<file path="config.mk">
export PLATFORM = sky130hd
export DESIGN_NAME = rtc_interval_alarm
export DESIGN_NICKNAME = d
export VERILOG_FILES = /design/src/logic/rtia_pkg.sv /design/src/logic/rtc_interval_alarm.sv /design/src/logic/rtia_sync3.sv /design/src/logic/rtia_trim_regs.sv
export VERILOG_INCLUDE_DIRS = /design/src /design/src/logic
export SDC_FILE = /design/constraint.sdc
export NUM_CORES = 1
export LEC_CHECK = 0
export BUFFER_PORTS_ARGS = -buffer_cell sky130_fd_sc_hd__buf_2
export CAP_MARGIN = 0
export CORE_MARGIN = 10
export CORE_UTILIZATION = 50
export CTS_CLUSTER_SIZE = 14
export DETAILED_ROUTE_END_ITERATION = 8
export PLACE_DENSITY_LB_ADDON = 0.08
export SLEW_MARGIN = 15
export SYNTH_ARGS = -nofsm -noshare
export SYNTH_HDL_FRONTEND = slang
export SYNTH_SLANG_ARGS = --single-unit
export TNS_END_PERCENT = 1
</file>
<file path="constraint.sdc">
create_clock -name ref_clk -period 3 [get_ports ref_clk]
set_input_delay 0.45 -clock ref_clk [delete_from_list [all_inputs] [get_ports ref_clk]]
set_output_delay 0.45 -clock ref_clk [all_outputs]
set_load 0.05 [all_outputs]
</file>
<file path="src/logic/rtia_regs.svh">
// Purpose: offsets, field positions, reset values and timing counts of the clock block
// Assumes: 8-bit special function register space
// Notes: included by bare name
`ifndef RTIA_REGS_SVH
`define RTIA_REGS_SVH
`define RTIA_CLOCK_CONFIG_ADDR 8'ha1
`define RTIA_HUNDREDTHS_ADDR 8'ha2
`define RTIA_SECONDS_ADDR 8'ha3
`define RTIA_MINUTES_ADDR 8'ha4
`define RTIA_HOURS_ADDR 8'ha5
`define RTIA_INTERVAL_ADDR 8'ha6
`define RTIA_NOMINAL_TRIM_ADDR 8'hf6
`define RTIA_THERMAL_TRIM_ADDR 8'hf7
`define RTIA_MIDNIGHT_BIT 7
`define RTIA_DAY_FORMAT_BIT 6
`define RTIA_TIMEBASE_HI 5
`define RTIA_TIMEBASE_LO 4
`define RTIA_ONE_SHOT_BIT 3
`define RTIA_ALARM_BIT 2
`define RTIA_INTERVAL_EN_BIT 1
`define RTIA_RUN_EN_BIT 0
`define RTIA_CONFIG_RESET 8'h01
`define RTIA_CRYSTAL_HZ 32768
`define RTIA_TICKS_PER_SECOND 128
`define RTIA_XTAL_PER_TICK 256
`define RTIA_HUNDREDTHS_MAX 8'h7f
`define RTIA_SIXTY_MAX 8'h3b
`define RTIA_HOUR24_MAX 8'h17
`define RTIA_HOUR256_MAX 8'hff
`endif

</file>
<file path="src/logic/rtia_pkg.sv">
// Purpose: types shared by the clock block
// Assumes: nothing
// Notes: constants live in rtia_regs.svh
`default_nettype none
package rtia_pkg;
  typedef enum logic [3:0] {
    RTIA_TB_TICK = 4'b0001,
    RTIA_TB_SEC = 4'b0010,
    RTIA_TB_MIN = 4'b0100,
    RTIA_TB_HOUR = 4'b1000
  } rtia_timebase_type;
  typedef enum logic [2:0] {
    RTIA_IV_IDLE = 3'b001,
    RTIA_IV_RUN = 3'b010,
    RTIA_IV_DONE = 3'b100
  } rtia_iv_state_type;
endpackage
`default_nettype wire

</file>
<file path="src/logic/rtc_interval_alarm.sv">
// Purpose: real time clock with hundredths/second/minute/hour counters and interval alarm
// Assumes: sfr bus on ref_clk; crystal sampled in as a plain pin
// Notes: resetn is power-on reset only; watchdog and pin resets must not reach it
`include "rtia_regs.svh"
`default_nettype none
module rtc_interval_alarm
  import rtia_pkg::*;
#(
  parameter int XTAL_PER_TICK = `RTIA_XTAL_PER_TICK
)
(
  input wire logic ref_clk,
  input wire logic resetn,
  input wire logic xtal_in,
  input wire logic sfr_wr,
  input wire logic sfr_rd,
  input wire logic [7:0] sfr_addr,
  input wire logic [7:0] sfr_wdata,
  output logic [7:0] sfr_rdata,
  output logic clock_irq,
  output logic adc_strobe_enable,
  output logic [7:0] nominal_trim_out,
  output logic [7:0] thermal_trim_out
);
  // divider is 16 bits, so larger tick ratios cannot be served
  if (XTAL_PER_TICK < 1 || XTAL_PER_TICK > 65536)
  begin : g_div_check
    $error("crystal edges per tick out of range");
  end

  // power-on config value, one source for every bit's reset
  localparam logic [7:0] CFG_RST = `RTIA_CONFIG_RESET;

  function automatic logic [7:0] wrap_inc(input logic [7:0] v, input logic [7:0] maxv);
    wrap_inc = (v == maxv) ? 8'h00 : v + 8'h01;
  endfunction

  logic xtal_rise;
  logic [15:0] div_ff;
  logic [7:0] hund_ff;
  logic [7:0] sec_ff;
  logic [7:0] min_ff;
  logic [7:0] hour_ff;
  logic [7:0] ival_ff;
  logic [7:0] icnt_ff;
  logic midnight_ff;
  logic day_fmt_ff;
  logic [1:0] tbase_ff;
  logic one_shot_ff;
  logic alarm_ff;
  logic ien_ff;
  logic run_ff;
  rtia_iv_state_type iv_ff;
  logic [7:0] trim_rd;

  // crystal edges counted on ref_clk; low-power modes have no input here
  rtia_sync3 u_sync (
    .ref_clk(ref_clk),
    .resetn(resetn),
    .async_in(xtal_in),
    .rise_pulse(xtal_rise)
  );

  wire wr_cfg = sfr_wr && (sfr_addr == `RTIA_CLOCK_CONFIG_ADDR);
  wire wr_hund = sfr_wr && (sfr_addr == `RTIA_HUNDREDTHS_ADDR);
  wire wr_sec = sfr_wr && (sfr_addr == `RTIA_SECONDS_ADDR);
  wire wr_min = sfr_wr && (sfr_addr == `RTIA_MINUTES_ADDR);
  wire wr_hour = sfr_wr && (sfr_addr == `RTIA_HOURS_ADDR);
  wire wr_ival = sfr_wr && (sfr_addr == `RTIA_INTERVAL_ADDR);
  wire sel_nom = (sfr_addr == `RTIA_NOMINAL_TRIM_ADDR);
  wire sel_thm = (sfr_addr == `RTIA_THERMAL_TRIM_ADDR);
  wire wr_trim = sfr_wr && (sel_nom || sel_thm);

  rtia_trim_regs #(.DW(8)) u_trim (
    .ref_clk(ref_clk),
    .resetn(resetn),
    .wr_en(wr_trim),
    .sel_thermal(sel_thm),
    .wr_data(sfr_wdata),
    .rd_data(trim_rd),
    .nominal_out(nominal_trim_out),
    .thermal_out(thermal_trim_out)
  );

  // time chain
  wire [15:0] div_max = 16'(XTAL_PER_TICK - 1);
  wire tick = run_ff && xtal_rise && (div_ff == div_max);
  wire [7:0] hour_max = day_fmt_ff ? `RTIA_HOUR24_MAX : `RTIA_HOUR256_MAX;
  wire hund_wrap = tick && (hund_ff == `RTIA_HUNDREDTHS_MAX);
  wire sec_wrap = hund_wrap && (sec_ff == `RTIA_SIXTY_MAX);
  wire min_wrap = sec_wrap && (min_ff == `RTIA_SIXTY_MAX);
  wire hour_wrap = min_wrap && (hour_ff == hour_max);

  wire [7:0] nxt_hund = !run_ff ? 8'h00 : wr_hund ? sfr_wdata :
                        tick ? wrap_inc(hund_ff, `RTIA_HUNDREDTHS_MAX) : hund_ff;
  wire [7:0] nxt_sec = !run_ff ? 8'h00 : wr_sec ? sfr_wdata :
                       hund_wrap ? wrap_inc(sec_ff, `RTIA_SIXTY_MAX) : sec_ff;
  wire [7:0] nxt_min = !run_ff ? 8'h00 : wr_min ? sfr_wdata :
                       sec_wrap ? wrap_inc(min_ff, `RTIA_SIXTY_MAX) : min_ff;
  wire [7:0] nxt_hour = !run_ff ? 8'h00 : wr_hour ? sfr_wdata :
                        min_wrap ? wrap_inc(hour_ff, hour_max) : hour_ff;
  wire [15:0] nxt_div = !run_ff ? 16'h0000 :
                        xtal_rise ? ((div_ff == div_max) ? 16'h0000 : div_ff + 16'h0001) :
                        div_ff;

  always_ff @(posedge ref_clk or negedge resetn)
  begin
    if (!resetn)
    begin
      div_ff <= 16'h0000;
      hund_ff <= 8'h00;
      sec_ff <= 8'h00;
      min_ff <= 8'h00;
      hour_ff <= 8'h00;
    end
    else
    begin
      div_ff <= nxt_div;
      hund_ff <= nxt_hund;
      sec_ff <= nxt_sec;
      min_ff <= nxt_min;
      hour_ff <= nxt_hour;
    end
  end

  // interval timer
  rtia_timebase_type tb_sel;
  assign tb_sel = (tbase_ff == 2'b00) ? RTIA_TB_TICK :
                  (tbase_ff == 2'b01) ? RTIA_TB_SEC :
                  (tbase_ff == 2'b10) ? RTIA_TB_MIN : RTIA_TB_HOUR;
  logic unit_evt;
  always_comb
  begin
    case (tb_sel)
      RTIA_TB_TICK: unit_evt = tick;
      RTIA_TB_SEC: unit_evt = hund_wrap;
      RTIA_TB_MIN: unit_evt = sec_wrap;
      RTIA_TB_HOUR: unit_evt = min_wrap;
      default: unit_evt = 1'b0;
    endcase
  end
  wire iv_on = ien_ff && run_ff;
  wire iv_count = iv_on && (iv_ff == RTIA_IV_RUN) && unit_evt;
  wire [7:0] icnt_inc = icnt_ff + 8'h01;
  wire iv_hit = iv_count && (icnt_inc == ival_ff);

  rtia_iv_state_type nxt_iv;
  always_comb
  begin
    case (iv_ff)
      RTIA_IV_IDLE: nxt_iv = iv_on ? RTIA_IV_RUN : RTIA_IV_IDLE;
      RTIA_IV_RUN: nxt_iv = !iv_on ? RTIA_IV_IDLE :
                            (iv_hit && one_shot_ff) ? RTIA_IV_DONE : RTIA_IV_RUN;
      RTIA_IV_DONE: nxt_iv = !iv_on ? RTIA_IV_IDLE : RTIA_IV_DONE;
      default: nxt_iv = RTIA_IV_IDLE;
    endcase
  end
  wire [7:0] nxt_icnt = !iv_on ? 8'h00 : iv_hit ? 8'h00 :
                        iv_count ? icnt_inc : icnt_ff;

  // config: flags set by hardware win over a software clear
  wire [7:0] nxt_ival = wr_ival ? sfr_wdata : ival_ff;
  wire nxt_midnight = hour_wrap || (wr_cfg ? sfr_wdata[`RTIA_MIDNIGHT_BIT] : midnight_ff);
  wire nxt_alarm = iv_hit || (wr_cfg ? sfr_wdata[`RTIA_ALARM_BIT] : alarm_ff);
  wire nxt_irq = hour_wrap || iv_hit;

  always_ff @(posedge ref_clk or negedge resetn)
  begin
    if (!resetn)
    begin
      midnight_ff <= CFG_RST[`RTIA_MIDNIGHT_BIT];
      day_fmt_ff <= CFG_RST[`RTIA_DAY_FORMAT_BIT];
      tbase_ff <= CFG_RST[`RTIA_TIMEBASE_HI:`RTIA_TIMEBASE_LO];
      one_shot_ff <= CFG_RST[`RTIA_ONE_SHOT_BIT];
      alarm_ff <= CFG_RST[`RTIA_ALARM_BIT];
      ien_ff <= CFG_RST[`RTIA_INTERVAL_EN_BIT];
      run_ff <= CFG_RST[`RTIA_RUN_EN_BIT];
      ival_ff <= 8'h00;
      icnt_ff <= 8'h00;
      iv_ff <= RTIA_IV_IDLE;
      clock_irq <= 1'b0;
      adc_strobe_enable <= CFG_RST[`RTIA_RUN_EN_BIT];
    end
    else
    begin
      midnight_ff <= nxt_midnight;
      alarm_ff <= nxt_alarm;
      if (wr_cfg)
      begin
        day_fmt_ff <= sfr_wdata[`RTIA_DAY_FORMAT_BIT];
        tbase_ff <= sfr_wdata[`RTIA_TIMEBASE_HI:`RTIA_TIMEBASE_LO];
        one_shot_ff <= sfr_wdata[`RTIA_ONE_SHOT_BIT];
        ien_ff <= sfr_wdata[`RTIA_INTERVAL_EN_BIT];
        run_ff <= sfr_wdata[`RTIA_RUN_EN_BIT];
      end
      ival_ff <= nxt_ival;
      icnt_ff <= nxt_icnt;
      iv_ff <= nxt_iv;
      clock_irq <= nxt_irq;
      adc_strobe_enable <= wr_cfg ? sfr_wdata[`RTIA_RUN_EN_BIT] : run_ff;
    end
  end

  // read path, one cycle after request; unmapped reads return zero
  wire [7:0] cfg_rd = {midnight_ff, day_fmt_ff, tbase_ff, one_shot_ff, alarm_ff, ien_ff, run_ff};
  wire [7:0] rd_mux = (sfr_addr == `RTIA_CLOCK_CONFIG_ADDR) ? cfg_rd :
                      (sfr_addr == `RTIA_HUNDREDTHS_ADDR) ? hund_ff :
                      (sfr_addr == `RTIA_SECONDS_ADDR) ? sec_ff :
                      (sfr_addr == `RTIA_MINUTES_ADDR) ? min_ff :
                      (sfr_addr == `RTIA_HOURS_ADDR) ? hour_ff :
                      (sfr_addr == `RTIA_INTERVAL_ADDR) ? ival_ff : 8'h00;
  logic trim_pend_ff;
  logic [7:0] rd_ff;
  // trim memory answers one cycle later, so trim reads take two cycles
  wire [7:0] nxt_rd = trim_pend_ff ? trim_rd : sfr_rd ? rd_mux : 8'h00;
  always_ff @(posedge ref_clk or negedge resetn)
  begin
    if (!resetn)
    begin
      rd_ff <= 8'h00;
      trim_pend_ff <= 1'b0;
    end
    else
    begin
      rd_ff <= nxt_rd;
      trim_pend_ff <= sfr_rd && (sel_nom || sel_thm);
    end
  end
  assign sfr_rdata = rd_ff;

  // a software load in the same cycle legally overrides the wrap value
  hour_wrap_a: assert property (@(posedge ref_clk) disable iff (!resetn)
    hour_wrap |=> midnight_ff && clock_irq && (hour_ff == 8'h00 || $past(wr_hour)))
    else $error("hour wrap did not raise midnight");
  midnight_hold_a: assert property (@(posedge ref_clk) disable iff (!resetn)
    midnight_ff && !wr_cfg |=> midnight_ff)
    else $error("midnight flag dropped by itself");
  midnight_clear_a: assert property (@(posedge ref_clk) disable iff (!resetn)
    wr_cfg && !sfr_wdata[`RTIA_MIDNIGHT_BIT] && !hour_wrap |=> !midnight_ff)
    else $error("midnight flag not cleared by software");
  alarm_hold_a: assert property (@(posedge ref_clk) disable iff (!resetn)
    alarm_ff && !wr_cfg |=> alarm_ff)
    else $error("alarm flag dropped by itself");
  alarm_clear_a: assert property (@(posedge ref_clk) disable iff (!resetn)
    wr_cfg && !sfr_wdata[`RTIA_ALARM_BIT] && !iv_hit |=> !alarm_ff)
    else $error("alarm flag not cleared by software");
  iv_zero_a: assert property (@(posedge ref_clk) disable iff (!resetn)
    !ien_ff ##1 !ien_ff |-> icnt_ff == 8'h00)
    else $error("interval count not held at zero");
  run_clear_a: assert property (@(posedge ref_clk) disable iff (!resetn)
    !run_ff ##1 !run_ff |-> hund_ff == 8'h00 && hour_ff == 8'h00)
    else $error("counters not cleared while disabled");
  div_clear_a: assert property (@(posedge ref_clk) disable iff (!resetn)
    !run_ff |=> div_ff == 16'h0000)
    else $error("tick divider ran while disabled");
  div_range_a: assert property (@(posedge ref_clk) disable iff (!resetn)
    div_ff <= div_max)
    else $error("tick divider left range");
  hund_wrap_a: assert property (@(posedge ref_clk) disable iff (!resetn)
    hund_wrap && !wr_hund |=> hund_ff == 8'h00)
    else $error("hundredths did not wrap at 127");
  hund_range_a: assert property (@(posedge ref_clk) disable iff (!resetn)
    !wr_hund && hund_ff <= `RTIA_HUNDREDTHS_MAX |=> hund_ff <= `RTIA_HUNDREDTHS_MAX)
    else $error("hundredths left range");
  sec_range_a: assert property (@(posedge ref_clk) disable iff (!resetn)
    hund_wrap && !wr_sec && sec_ff <= `RTIA_SIXTY_MAX |=> sec_ff <= `RTIA_SIXTY_MAX)
    else $error("seconds left range");
  sec_wrap_a: assert property (@(posedge ref_clk) disable iff (!resetn)
    sec_wrap && !wr_sec |=> sec_ff == 8'h00)
    else $error("seconds did not wrap at 59");
  min_wrap_a: assert property (@(posedge ref_clk) disable iff (!resetn)
    min_wrap && !wr_min |=> min_ff == 8'h00)
    else $error("minutes did not wrap at 59");
  hour_day_a: assert property (@(posedge ref_clk) disable iff (!resetn)
    day_fmt_ff && min_wrap && !wr_hour && hour_ff == `RTIA_HOUR24_MAX |=> hour_ff == 8'h00)
    else $error("day format hour did not wrap at 23");
  hour_long_a: assert property (@(posedge ref_clk) disable iff (!resetn)
    !day_fmt_ff && min_wrap && !wr_hour && hour_ff == `RTIA_HOUR24_MAX |=> hour_ff == 8'h18)
    else $error("long format hour wrapped at 23");
  hund_load_a: assert property (@(posedge ref_clk) disable iff (!resetn)
    wr_hund && run_ff |=> hund_ff == $past(sfr_wdata))
    else $error("hundredths write not loaded");
  sec_load_a: assert property (@(posedge ref_clk) disable iff (!resetn)
    wr_sec && run_ff |=> sec_ff == $past(sfr_wdata))
    else $error("seconds write not loaded");
  min_load_a: assert property (@(posedge ref_clk) disable iff (!resetn)
    wr_min && run_ff |=> min_ff == $past(sfr_wdata))
    else $error("minutes write not loaded");
  hour_load_a: assert property (@(posedge ref_clk) disable iff (!resetn)
    wr_hour && run_ff |=> hour_ff == $past(sfr_wdata))
    else $error("hours write not loaded");
  ival_load_a: assert property (@(posedge ref_clk) disable iff (!resetn)
    wr_ival |=> ival_ff == $past(sfr_wdata))
    else $error("interval value write not loaded");
  trim_load_a: assert property (@(posedge ref_clk) disable iff (!resetn)
    wr_trim && sel_thm |=> thermal_trim_out == $past(sfr_wdata))
    else $error("thermal trim write not loaded");
  cfg_keep_a: assert property (@(posedge ref_clk) disable iff (!resetn)
    !wr_cfg |=> $stable(day_fmt_ff) && $stable(run_ff))
    else $error("format or run enable changed without a write");
  strobe_copy_a: assert property (@(posedge ref_clk) disable iff (!resetn)
    wr_cfg |=> adc_strobe_enable == $past(sfr_wdata[`RTIA_RUN_EN_BIT]))
    else $error("strobe enable does not follow run enable");
  iv_rearm_a: assert property (@(posedge ref_clk) disable iff (!resetn)
    iv_hit && !one_shot_ff |=> iv_ff == RTIA_IV_RUN && icnt_ff == 8'h00)
    else $error("repeat interval did not restart");
  one_shot_a: assert property (@(posedge ref_clk) disable iff (!resetn)
    iv_hit && one_shot_ff && !wr_cfg |=> !iv_hit [*2])
    else $error("one-shot alarm repeated");
  alarm_set_a: assert property (@(posedge ref_clk) disable iff (!resetn)
    iv_hit |=> alarm_ff && clock_irq)
    else $error("interval match missed alarm");
  irq_src_a: assert property (@(posedge ref_clk) disable iff (!resetn)
    clock_irq |-> $past(hour_wrap) || $past(iv_hit))
    else $error("interrupt without a wrap or match");
  iv_stop_a: assert property (@(posedge ref_clk) disable iff (!resetn)
    !iv_on |=> iv_ff == RTIA_IV_IDLE)
    else $error("interval timer kept running while disabled");
  iv_gate_a: assert property (@(posedge ref_clk) disable iff (!resetn)
    !run_ff |=> !$rose(alarm_ff) || $past(wr_cfg))
    else $error("interval ran with clock disabled");
  xtal_pulse_a: assert property (@(posedge ref_clk) disable iff (!resetn)
    xtal_rise |=> !xtal_rise)
    else $error("crystal edge counted twice");
endmodule // rtc_interval_alarm
`default_nettype wire

</file>
<file path="src/logic/rtia_sync3.sv">
// Purpose: three-stage synchroniser with agreement check, rising-edge pulse out
// Assumes: input from a foreign domain
// Notes: stage one is read only by stage two
`default_nettype none
module rtia_sync3
  import rtia_pkg::*;
(
  input wire logic ref_clk,
  input wire logic resetn,
  input wire logic async_in,
  output logic rise_pulse
);
  logic s1_ff;
  logic s2_ff;
  logic s3_ff;
  logic level_ff;
  wire agree = (s2_ff == s3_ff);
  always_ff @(posedge ref_clk or negedge resetn)
  begin
    if (!resetn)
    begin
      s1_ff <= 1'b0;
      s2_ff <= 1'b0;
      s3_ff <= 1'b0;
      level_ff <= 1'b0;
      rise_pulse <= 1'b0;
    end
    else
    begin
      s1_ff <= async_in;
      s2_ff <= s1_ff;
      s3_ff <= s2_ff;
      if (agree)
        level_ff <= s3_ff;
      rise_pulse <= agree && s3_ff && !level_ff;
    end
  end
endmodule // rtia_sync3
`default_nettype wire

</file>
<file path="src/logic/rtia_trim_regs.sv">
// Purpose: holds the nominal and temperature trim words and a registered read port
// Assumes: cleared only at power-on reset
// Notes: values go out to the compensation logic unchanged
`default_nettype none
module rtia_trim_regs
  import rtia_pkg::*;
#(
  parameter int DW = 8
)
(
  input wire logic ref_clk,
  input wire logic resetn,
  input wire logic wr_en,
  input wire logic sel_thermal,
  input wire logic [DW-1:0] wr_data,
  output logic [DW-1:0] rd_data,
  output logic [DW-1:0] nominal_out,
  output logic [DW-1:0] thermal_out
);
  // refused while the design is elaborated, not at run time
  if (DW < 1)
  begin : g_dw_check
    $error("trim width must be positive");
  end
  always_ff @(posedge ref_clk or negedge resetn)
  begin
    if (!resetn)
    begin
      nominal_out <= '0;
      thermal_out <= '0;
      rd_data <= '0;
    end
    else
    begin
      if (wr_en && !sel_thermal)
        nominal_out <= wr_data;
      if (wr_en && sel_thermal)
        thermal_out <= wr_data;
      rd_data <= sel_thermal ? thermal_out : nominal_out;
    end
  end
endmodule // rtia_trim_regs
`default_nettype wire

</file>
Word-level counts from Yosys, hierarchy flattened

Index checks and enable logic that the tools add are counted.

Bits in registers: 114
Input bits: 21
Output and inout bits: 26

Add/sub/neg operators: 6
Equal/unequal tests: 30
Muxes and demuxes: 43
Reduce and logical (&&, ||, !) cells: 30

Operators with widths:

| cell                                                   | number |
|---|---|
| two-way mux 8 bit                                      | 29 |
| == test 8 bit (second input constant)                  | 8 |
| two-way mux 16 bit                                     | 3 |
| adder 8 x 1 -> 8 bit (second input constant)           | 5 |
| logical AND 1 bit                                      | 23 |
| adder 16 x 1 -> 16 bit (second input constant)         | 1 |
| == test 16 x 8 -> 1 bit (second input constant)        | 1 |
| == test 8 x 6 -> 1 bit (second input constant)         | 2 |
| == test 8 bit                                          | 2 |
| inequality test 3 x 1 -> 1 bit (second input constant) | 5 |
| two-way mux 4 bit                                      | 3 |
| two-way mux 3 bit                                      | 3 |
| one-hot mux 3 bit (3 select lines)                     | 1 |
| == test 8 x 7 -> 1 bit (second input constant)         | 1 |
| == test 4 x 1 -> 1 bit (second input constant)         | 1 |
| == test 4 x 2 -> 1 bit (second input constant)         | 1 |
| == test 4 x 3 -> 1 bit (second input constant)         | 1 |
| == test 4 bit (second input constant)                  | 1 |
| logical OR 1 bit                                       | 4 |
| one-hot mux 1 bit (4 select lines)                     | 1 |
| == test 3 x 1 -> 1 bit (second input constant)         | 1 |
| == test 3 x 2 -> 1 bit (second input constant)         | 1 |
| == test 3 bit (second input constant)                  | 1 |
| == test 2 x 1 -> 1 bit (second input constant)         | 1 |
| other kinds (7)                                        | 9 |

Longest topological paths before layout

Depth after elaboration: 12
Mapped depth: 9
Depth with buffers taken out: 7

Hierarchy

Synthesis repeated with hierarchy kept, for this count alone.

Cells, all modules: 662
Area total of the unflattened synthesis: 6,426.2 µm²

Modules (own cells, without submodules):

| module             | times used | cells an instance | area each (µm²) | seq. area each (µm²) |
|---|---|---|---|---|
| rtc_interval_alarm | 1          | 602               | 5,320.1         | 2,129.5 |
| rtia_trim_regs     | 1          | 52                | 947.2           | 600.6 |
| rtia_sync3         | 1          | 8                 | 158.9           | 125.1 |

Worst setup path after synthesis

OpenSTA, ideal clock, no wires.

Kind: register to register
Start point: reg min_ff[0]
End point: reg iv_ff[1]
Library setup time: 0.127 ns
Arrival time: 2.312 ns
Path slack: 0.561 ns
Stages on the path, launching flop included: 8
Period minus slack after synthesis: 2.439 ns
Cell sequence: dfrtp_1 > ha_1 > nand4_1 > nor4_1 > nor3_1 > or4_4 > nor4_2 > nor4_1

Word-level cells in the longest chain between the ends: 9

Ends and longest elaborated chain:

| item                               | RTL line                  | RTL |
|---|---|---|
| start: declaration                 | rtc_interval_alarm.sv:42  | `logic [7:0] min_ff;` |
| start signal: assignment           | rtc_interval_alarm.sv:121 | `min_ff <= nxt_min;` |
| == test 8 x 6 -> 1 bit             | -                         |  |
| logical AND 1 bit                  | rtc_interval_alarm.sv:91  | `` wire min_wrap = sec_wrap && (min_ff == `RTIA_SIXTY_MAX); `` |
| one-hot mux 1 bit (4 select lines) | rtc_interval_alarm.sv:134 | `case (tb_sel)` |
| logical AND 1 bit                  | rtc_interval_alarm.sv:143 | `wire iv_count = iv_on && (iv_ff == RTIA_IV_RUN) && unit_evt;` |
| logical AND 1 bit                  | rtc_interval_alarm.sv:145 | `wire iv_hit = iv_count && (icnt_inc == ival_ff);` |
| logical AND 1 bit                  | rtc_interval_alarm.sv:153 | `(iv_hit && one_shot_ff) ? RTIA_IV_DONE : RTIA_IV_RUN;` |
| two-way mux 3 bit                  | rtc_interval_alarm.sv:153 |  |
| two-way mux 3 bit                  | rtc_interval_alarm.sv:152 | `RTIA_IV_RUN: nxt_iv = !iv_on ? RTIA_IV_IDLE :` |
| one-hot mux 3 bit (3 select lines) | rtc_interval_alarm.sv:150 | `case (iv_ff)` |
| via nxt_iv[1]                      | rtc_interval_alarm.sv:147 | `rtia_iv_state_type nxt_iv;` |
| end signal: assignment             | rtc_interval_alarm.sv:198 | `iv_ff <= nxt_iv;` |
| end: declaration                   | rtc_interval_alarm.sv:53  | `rtia_iv_state_type iv_ff;` |

The timed path passes the listed nets, and every way through them passes these cells.
A chain may end at the register's enable or synchronous reset.

Worst setup path after layout

Start point: reg sec_ff[0]
End point: reg icnt_ff[4]

Word-level cells in the longest chain between the ends: 8

Ends and longest elaborated chain:

| item                                   | RTL line                  | RTL |
|---|---|---|
| start: declaration                     | rtc_interval_alarm.sv:41  | `logic [7:0] sec_ff;` |
| start signal: assignment               | rtc_interval_alarm.sv:120 | `sec_ff <= nxt_sec;` |
| == test 8 x 6 -> 1 bit (*)             | -                         |  |
| logical AND 1 bit (*)                  | rtc_interval_alarm.sv:90  | `` wire sec_wrap = hund_wrap && (sec_ff == `RTIA_SIXTY_MAX); `` |
| logical AND 1 bit                      | rtc_interval_alarm.sv:91  |  |
| one-hot mux 1 bit (4 select lines) (*) | rtc_interval_alarm.sv:134 |  |
| logical AND 1 bit (*)                  | rtc_interval_alarm.sv:143 |  |
| logical AND 1 bit                      | rtc_interval_alarm.sv:145 |  |
| two-way mux 8 bit (2 in a row)         | rtc_interval_alarm.sv:158 | `wire [7:0] nxt_icnt = !iv_on ? 8'h00 : iv_hit ? 8'h00 :` |
| end signal: assignment                 | rtc_interval_alarm.sv:197 | `icnt_ff <= nxt_icnt;` |
| end: declaration                       | rtc_interval_alarm.sv:45  | `logic [7:0] icnt_ff;` |

Mark *: on every way between the ends. The rest lies on a longest branch, timed or not.

==> summary.md <==
| Metric | Value |
|---|---|
| Outcome | `completed` |
| Worst-skew pair later-pin latency | `0.42 ns` |
| Critical Path, Cell by Cell | `ha_1 -> nor4b_4 -> nand4_1 -> a2111o_1 -> nor4_4 -> o211ai_1 -> o21ai_1` |
| Met2 Use GR | `0.2998` |
| Detailed-route DRC error count | `0` |
| Pin count of the biggest net entering global routing | `56` |
| Fillers | `1064` |
| Slew HR | `0.5098` |
| Pins Over Slew Limit | `0` |
| Least-Margin Pin Slew | `0.7353 ns` |
| ANT cells | `0` |
| Share of synthesized flip-flops with an asynchronous set or reset | `1.000` |
| GR Util All Layers | `0.1994` |
| Mapped Nets | `681` |
| CTS Hold Bufs | `0` |
| Period utilisation layout | `0.8995` |
| Grt met3 use | `0.04916` |
| Die Y | `131.6 um` |
| Total CTS buffers | `17` |
| Post-DP HPWL | `12050 um` |
| Final Hold Vio Count | `0` |
| Share of the yosys chip area belonging to registers | `0.4582` |
| Grt peak-use layer | `met2` |
| Lkg Pwr | `3.223 nW` |
| Worst R2R Setup Slack | `0.30 ns` |
| Syn Std Cell Area | `6231 sq um` |
| Yosys warnings | `0` |
| Number of global-route vias before repair | `5202` |
| Storage cell area | `2855 sq um` |
| Clk slew on worst S/H paths | `0.06 ns` |
| MaxCap Viol Count | `0` |
| Fmax | `370.6 MHz` |
| Pwr Density | `536.4 nW/um^2` |
| DRT Pass-1 Iters | `6` |
| Starting density of the core | `0.5145` |
| Worst EP arrival | `3.04 ns` |
| Sw Share | `0.2429` |
| Worst EP required | `3.34 ns` |
| Post-CTS Setup Bufs | `0` |
| Setup_tns | `0 ns` |
| CP max stage cell | `nor4_4` |
| H-Tree Depth | `4` |
| Hold WS | `0.08620 ns` |
| Post-DR vias/cell | `5.944` |
| Vias | `5284` |
| Kind of critical path | `reg -> reg` |
| Avg Synthesized Cell Area | `9.542 sq um` |
| Grt ovf | `0` |
| Clock Sinks | `114` |
| Hold WC Path Type | `in -> async` |
| EDFF count, synth | `0` |
| Clock power share | `0.532` |
| Final wirelength | `17150 um` |
| Share of cells above drive strength 1 | `0.1650` |
| Commonest non-fill, non-tap cell in the layout | `dfrtp_1` |
| Met1 Use GR | `0.2696` |
| Max clock buf depth | `2` |
| Critical Path Sink Type | `flop` |
| Crit-path max FO | `10` |
| Final net count | `736` |
| Largest vdd supply drop | `0.4095 mV` |
| Gates resized, CTS repair | `0` |
| First-pass GRT wire length | `28070 um` |
| Io pins | `47` |
| Part of the power in registers | `0.407` |
| Rows | `40` |
| Predominant post-synthesis flop cell | `dfrtp_1` |
| CP max stage delay | `0.64 ns` |
| Final worst path period need | `2.699 ns` |
| Int Pwr | `2.976 mW` |
| Gp weighted congestion | `0.9480` |
| WL/cell | `19.29 um` |
| Initial detailed-routing violation count | `581` |
| I/O Buffers | `46` |
| Startpoint types | `flop` |
| Flops & latches, synth | `114` |
| RSZ-0062 raised after global routing | `false` |
| Setup violators final | `0` |
| Synth cell types | `63` |
| DIE WIDTH | `131.6 um` |
| Layout area overhead | `17.61%` |
| CTS tree | `done` |
| Setup Skew | `0.01263 ns` |
| Psw | `0.9549 mW` |
| Area of the die | `17330 sq um` |
| Post-synthesis cell count | `653` |
| Overall power | `3.931 mW` |
| Comb pwr share | `0.061` |
| Core area | `12110 sq um` |
| Area of the multi-input gates | `3217 sq um` |
| Most frequent cells in the layout | `dfrtp_1 (112), nand2_1 (71), buf_2 (45)` |
| ANT nets after route | `0` |
| CTS Root Buffer Type | `clkbuf_16` |
| Initial antenna violation count | `0` |
-- cells in the mapped netlist, types with 8 or more instances --
master | instances | area share
nor3_1 | 27 | 0.022
nor2_1 | 36 | 0.022
clkbuf_1 | 23 | 0.014
inv_1 | 14 | 0.0084
and3_1 | 10 | 0.010
o21ai_0 | 31 | 0.025
nand3_1 | 27 | 0.022
xor2_1 | 15 | 0.021
mux2i_1 | 12 | 0.019
nand2b_1 | 13 | 0.013
mux2_2 | 12 | 0.022
nand4_1 | 17 | 0.017
a22o_1 | 9 | 0.013
mux2_1 | 27 | 0.049
a21oi_1 | 29 | 0.023
nand2_1 | 71 | 0.043
xnor2_1 | 13 | 0.018
dfrtp_1 | 112 | 0.45
a22oi_1 | 8 | 0.0096
o21ai_1 | 41 | 0.033
o211ai_1 | 8 | 0.0096
o31ai_1 | 9 | 0.011
-- metrics by stage --
stage	instance area, sq um	util	std cells	setup slack (ns)
finish	7328	0.6051	889	0.3014
global route	7328	0.6051	889	0.06268
CTS	7328	0.6051	889	0.3104
detailed placement	6711	0.5541	857	0.3203
global placement	6711	0.5541	857	0.4230
floorplan	6231	-	653	0.5613
-- sequential cells by signal (all words and copies together), names as in the netlist, 2 cells and up --
| register | cells |
|---|---|
| u_trim.thermal_out | 8 |
| u_trim.rd_data | 8 |
| sec_ff | 8 |
| sfr_rdata | 8 |
| iv_ff | 3 |
| ival_ff | 8 |
| hund_ff | 8 |
| min_ff | 8 |
| hour_ff | 8 |
| icnt_ff | 8 |
| div_ff | 16 |
| tbase_ff | 2 |
| u_trim.nominal_out | 8 |
-- area by class of cell --
cell class | instances | area share
multi-input cells | 497 | 0.4390
clock buffers | 18 | 0.05993
inverters | 15 | 0.007683
clock inverters | 14 | 0.02424
well taps | 168 | 0.02868
flip-flops and latches | 114 | 0.3896
repair buffers | 63 | 0.05088
-- worst max-delay path: cells and delay by family, from the launching register on --
| kind | cells | cell delay, ns |
|---|---|---|
| and+or+nand+nor | 3 | 1.14 |
| adders and majority gates | 1 | 0.23 |
| AOI/OAI and AO/OA | 3 | 0.82 |
| DFF | 1 | 0.41 |
-- per-layer routing --
layer | routed length [um] | share of wire | vias to the layer above
met5 | 0 | 0 | -
met4 | 344 | 0.020 | 0
met3 | 1111 | 0.065 | 28
met2 | 7745 | 0.45 | 186
met1 | 7948 | 0.46 | 2551
li1 | - | - | 2519
-- power groups by stage --
stage / clock network [mW] / logic, mW / registers [mW]
3_3_place_gp: 0 / 0.236 / 1.63
5_1_grt: 2.20 / 0.260 / 1.60
2_1_floorplan: 0 / 0.0898 / 1.66
3_5_place_dp: 0 / 0.240 / 1.63
4_1_cts: 2.12 / 0.241 / 1.60
6_report: 2.09 / 0.240 / 1.60
-- cells by family after synthesis --
group                    after synthesis  synth area share
AND/OR/NAND/NOR                      249            0.2139
XOR/XNOR                              28           0.03936
multiplexers                          51           0.08976
buffers and inverters                 42           0.02550
AO/OA/AOI/OAI                        162            0.1592
adder cells (fa/ha/maj)                7           0.01406
flip-flops                           114            0.4582
-- final timing paths --
check / cells after the start / to / startpoint
max: 7 / icnt_ff[4] / sec_ff[0]
min: 1 / hour_ff[0] / resetn
max reg2reg: 7 / icnt_ff[4] / sec_ff[0]
min reg2reg: 0 / u_sync.s2_ff / u_sync.s1_ff
max in group asynchronous: 2 / run_ff / resetn
min in group ref_clk: 1 / u_sync.s1_ff / xtal_in
No activity file was read; power rests on OpenSTA's default activity.
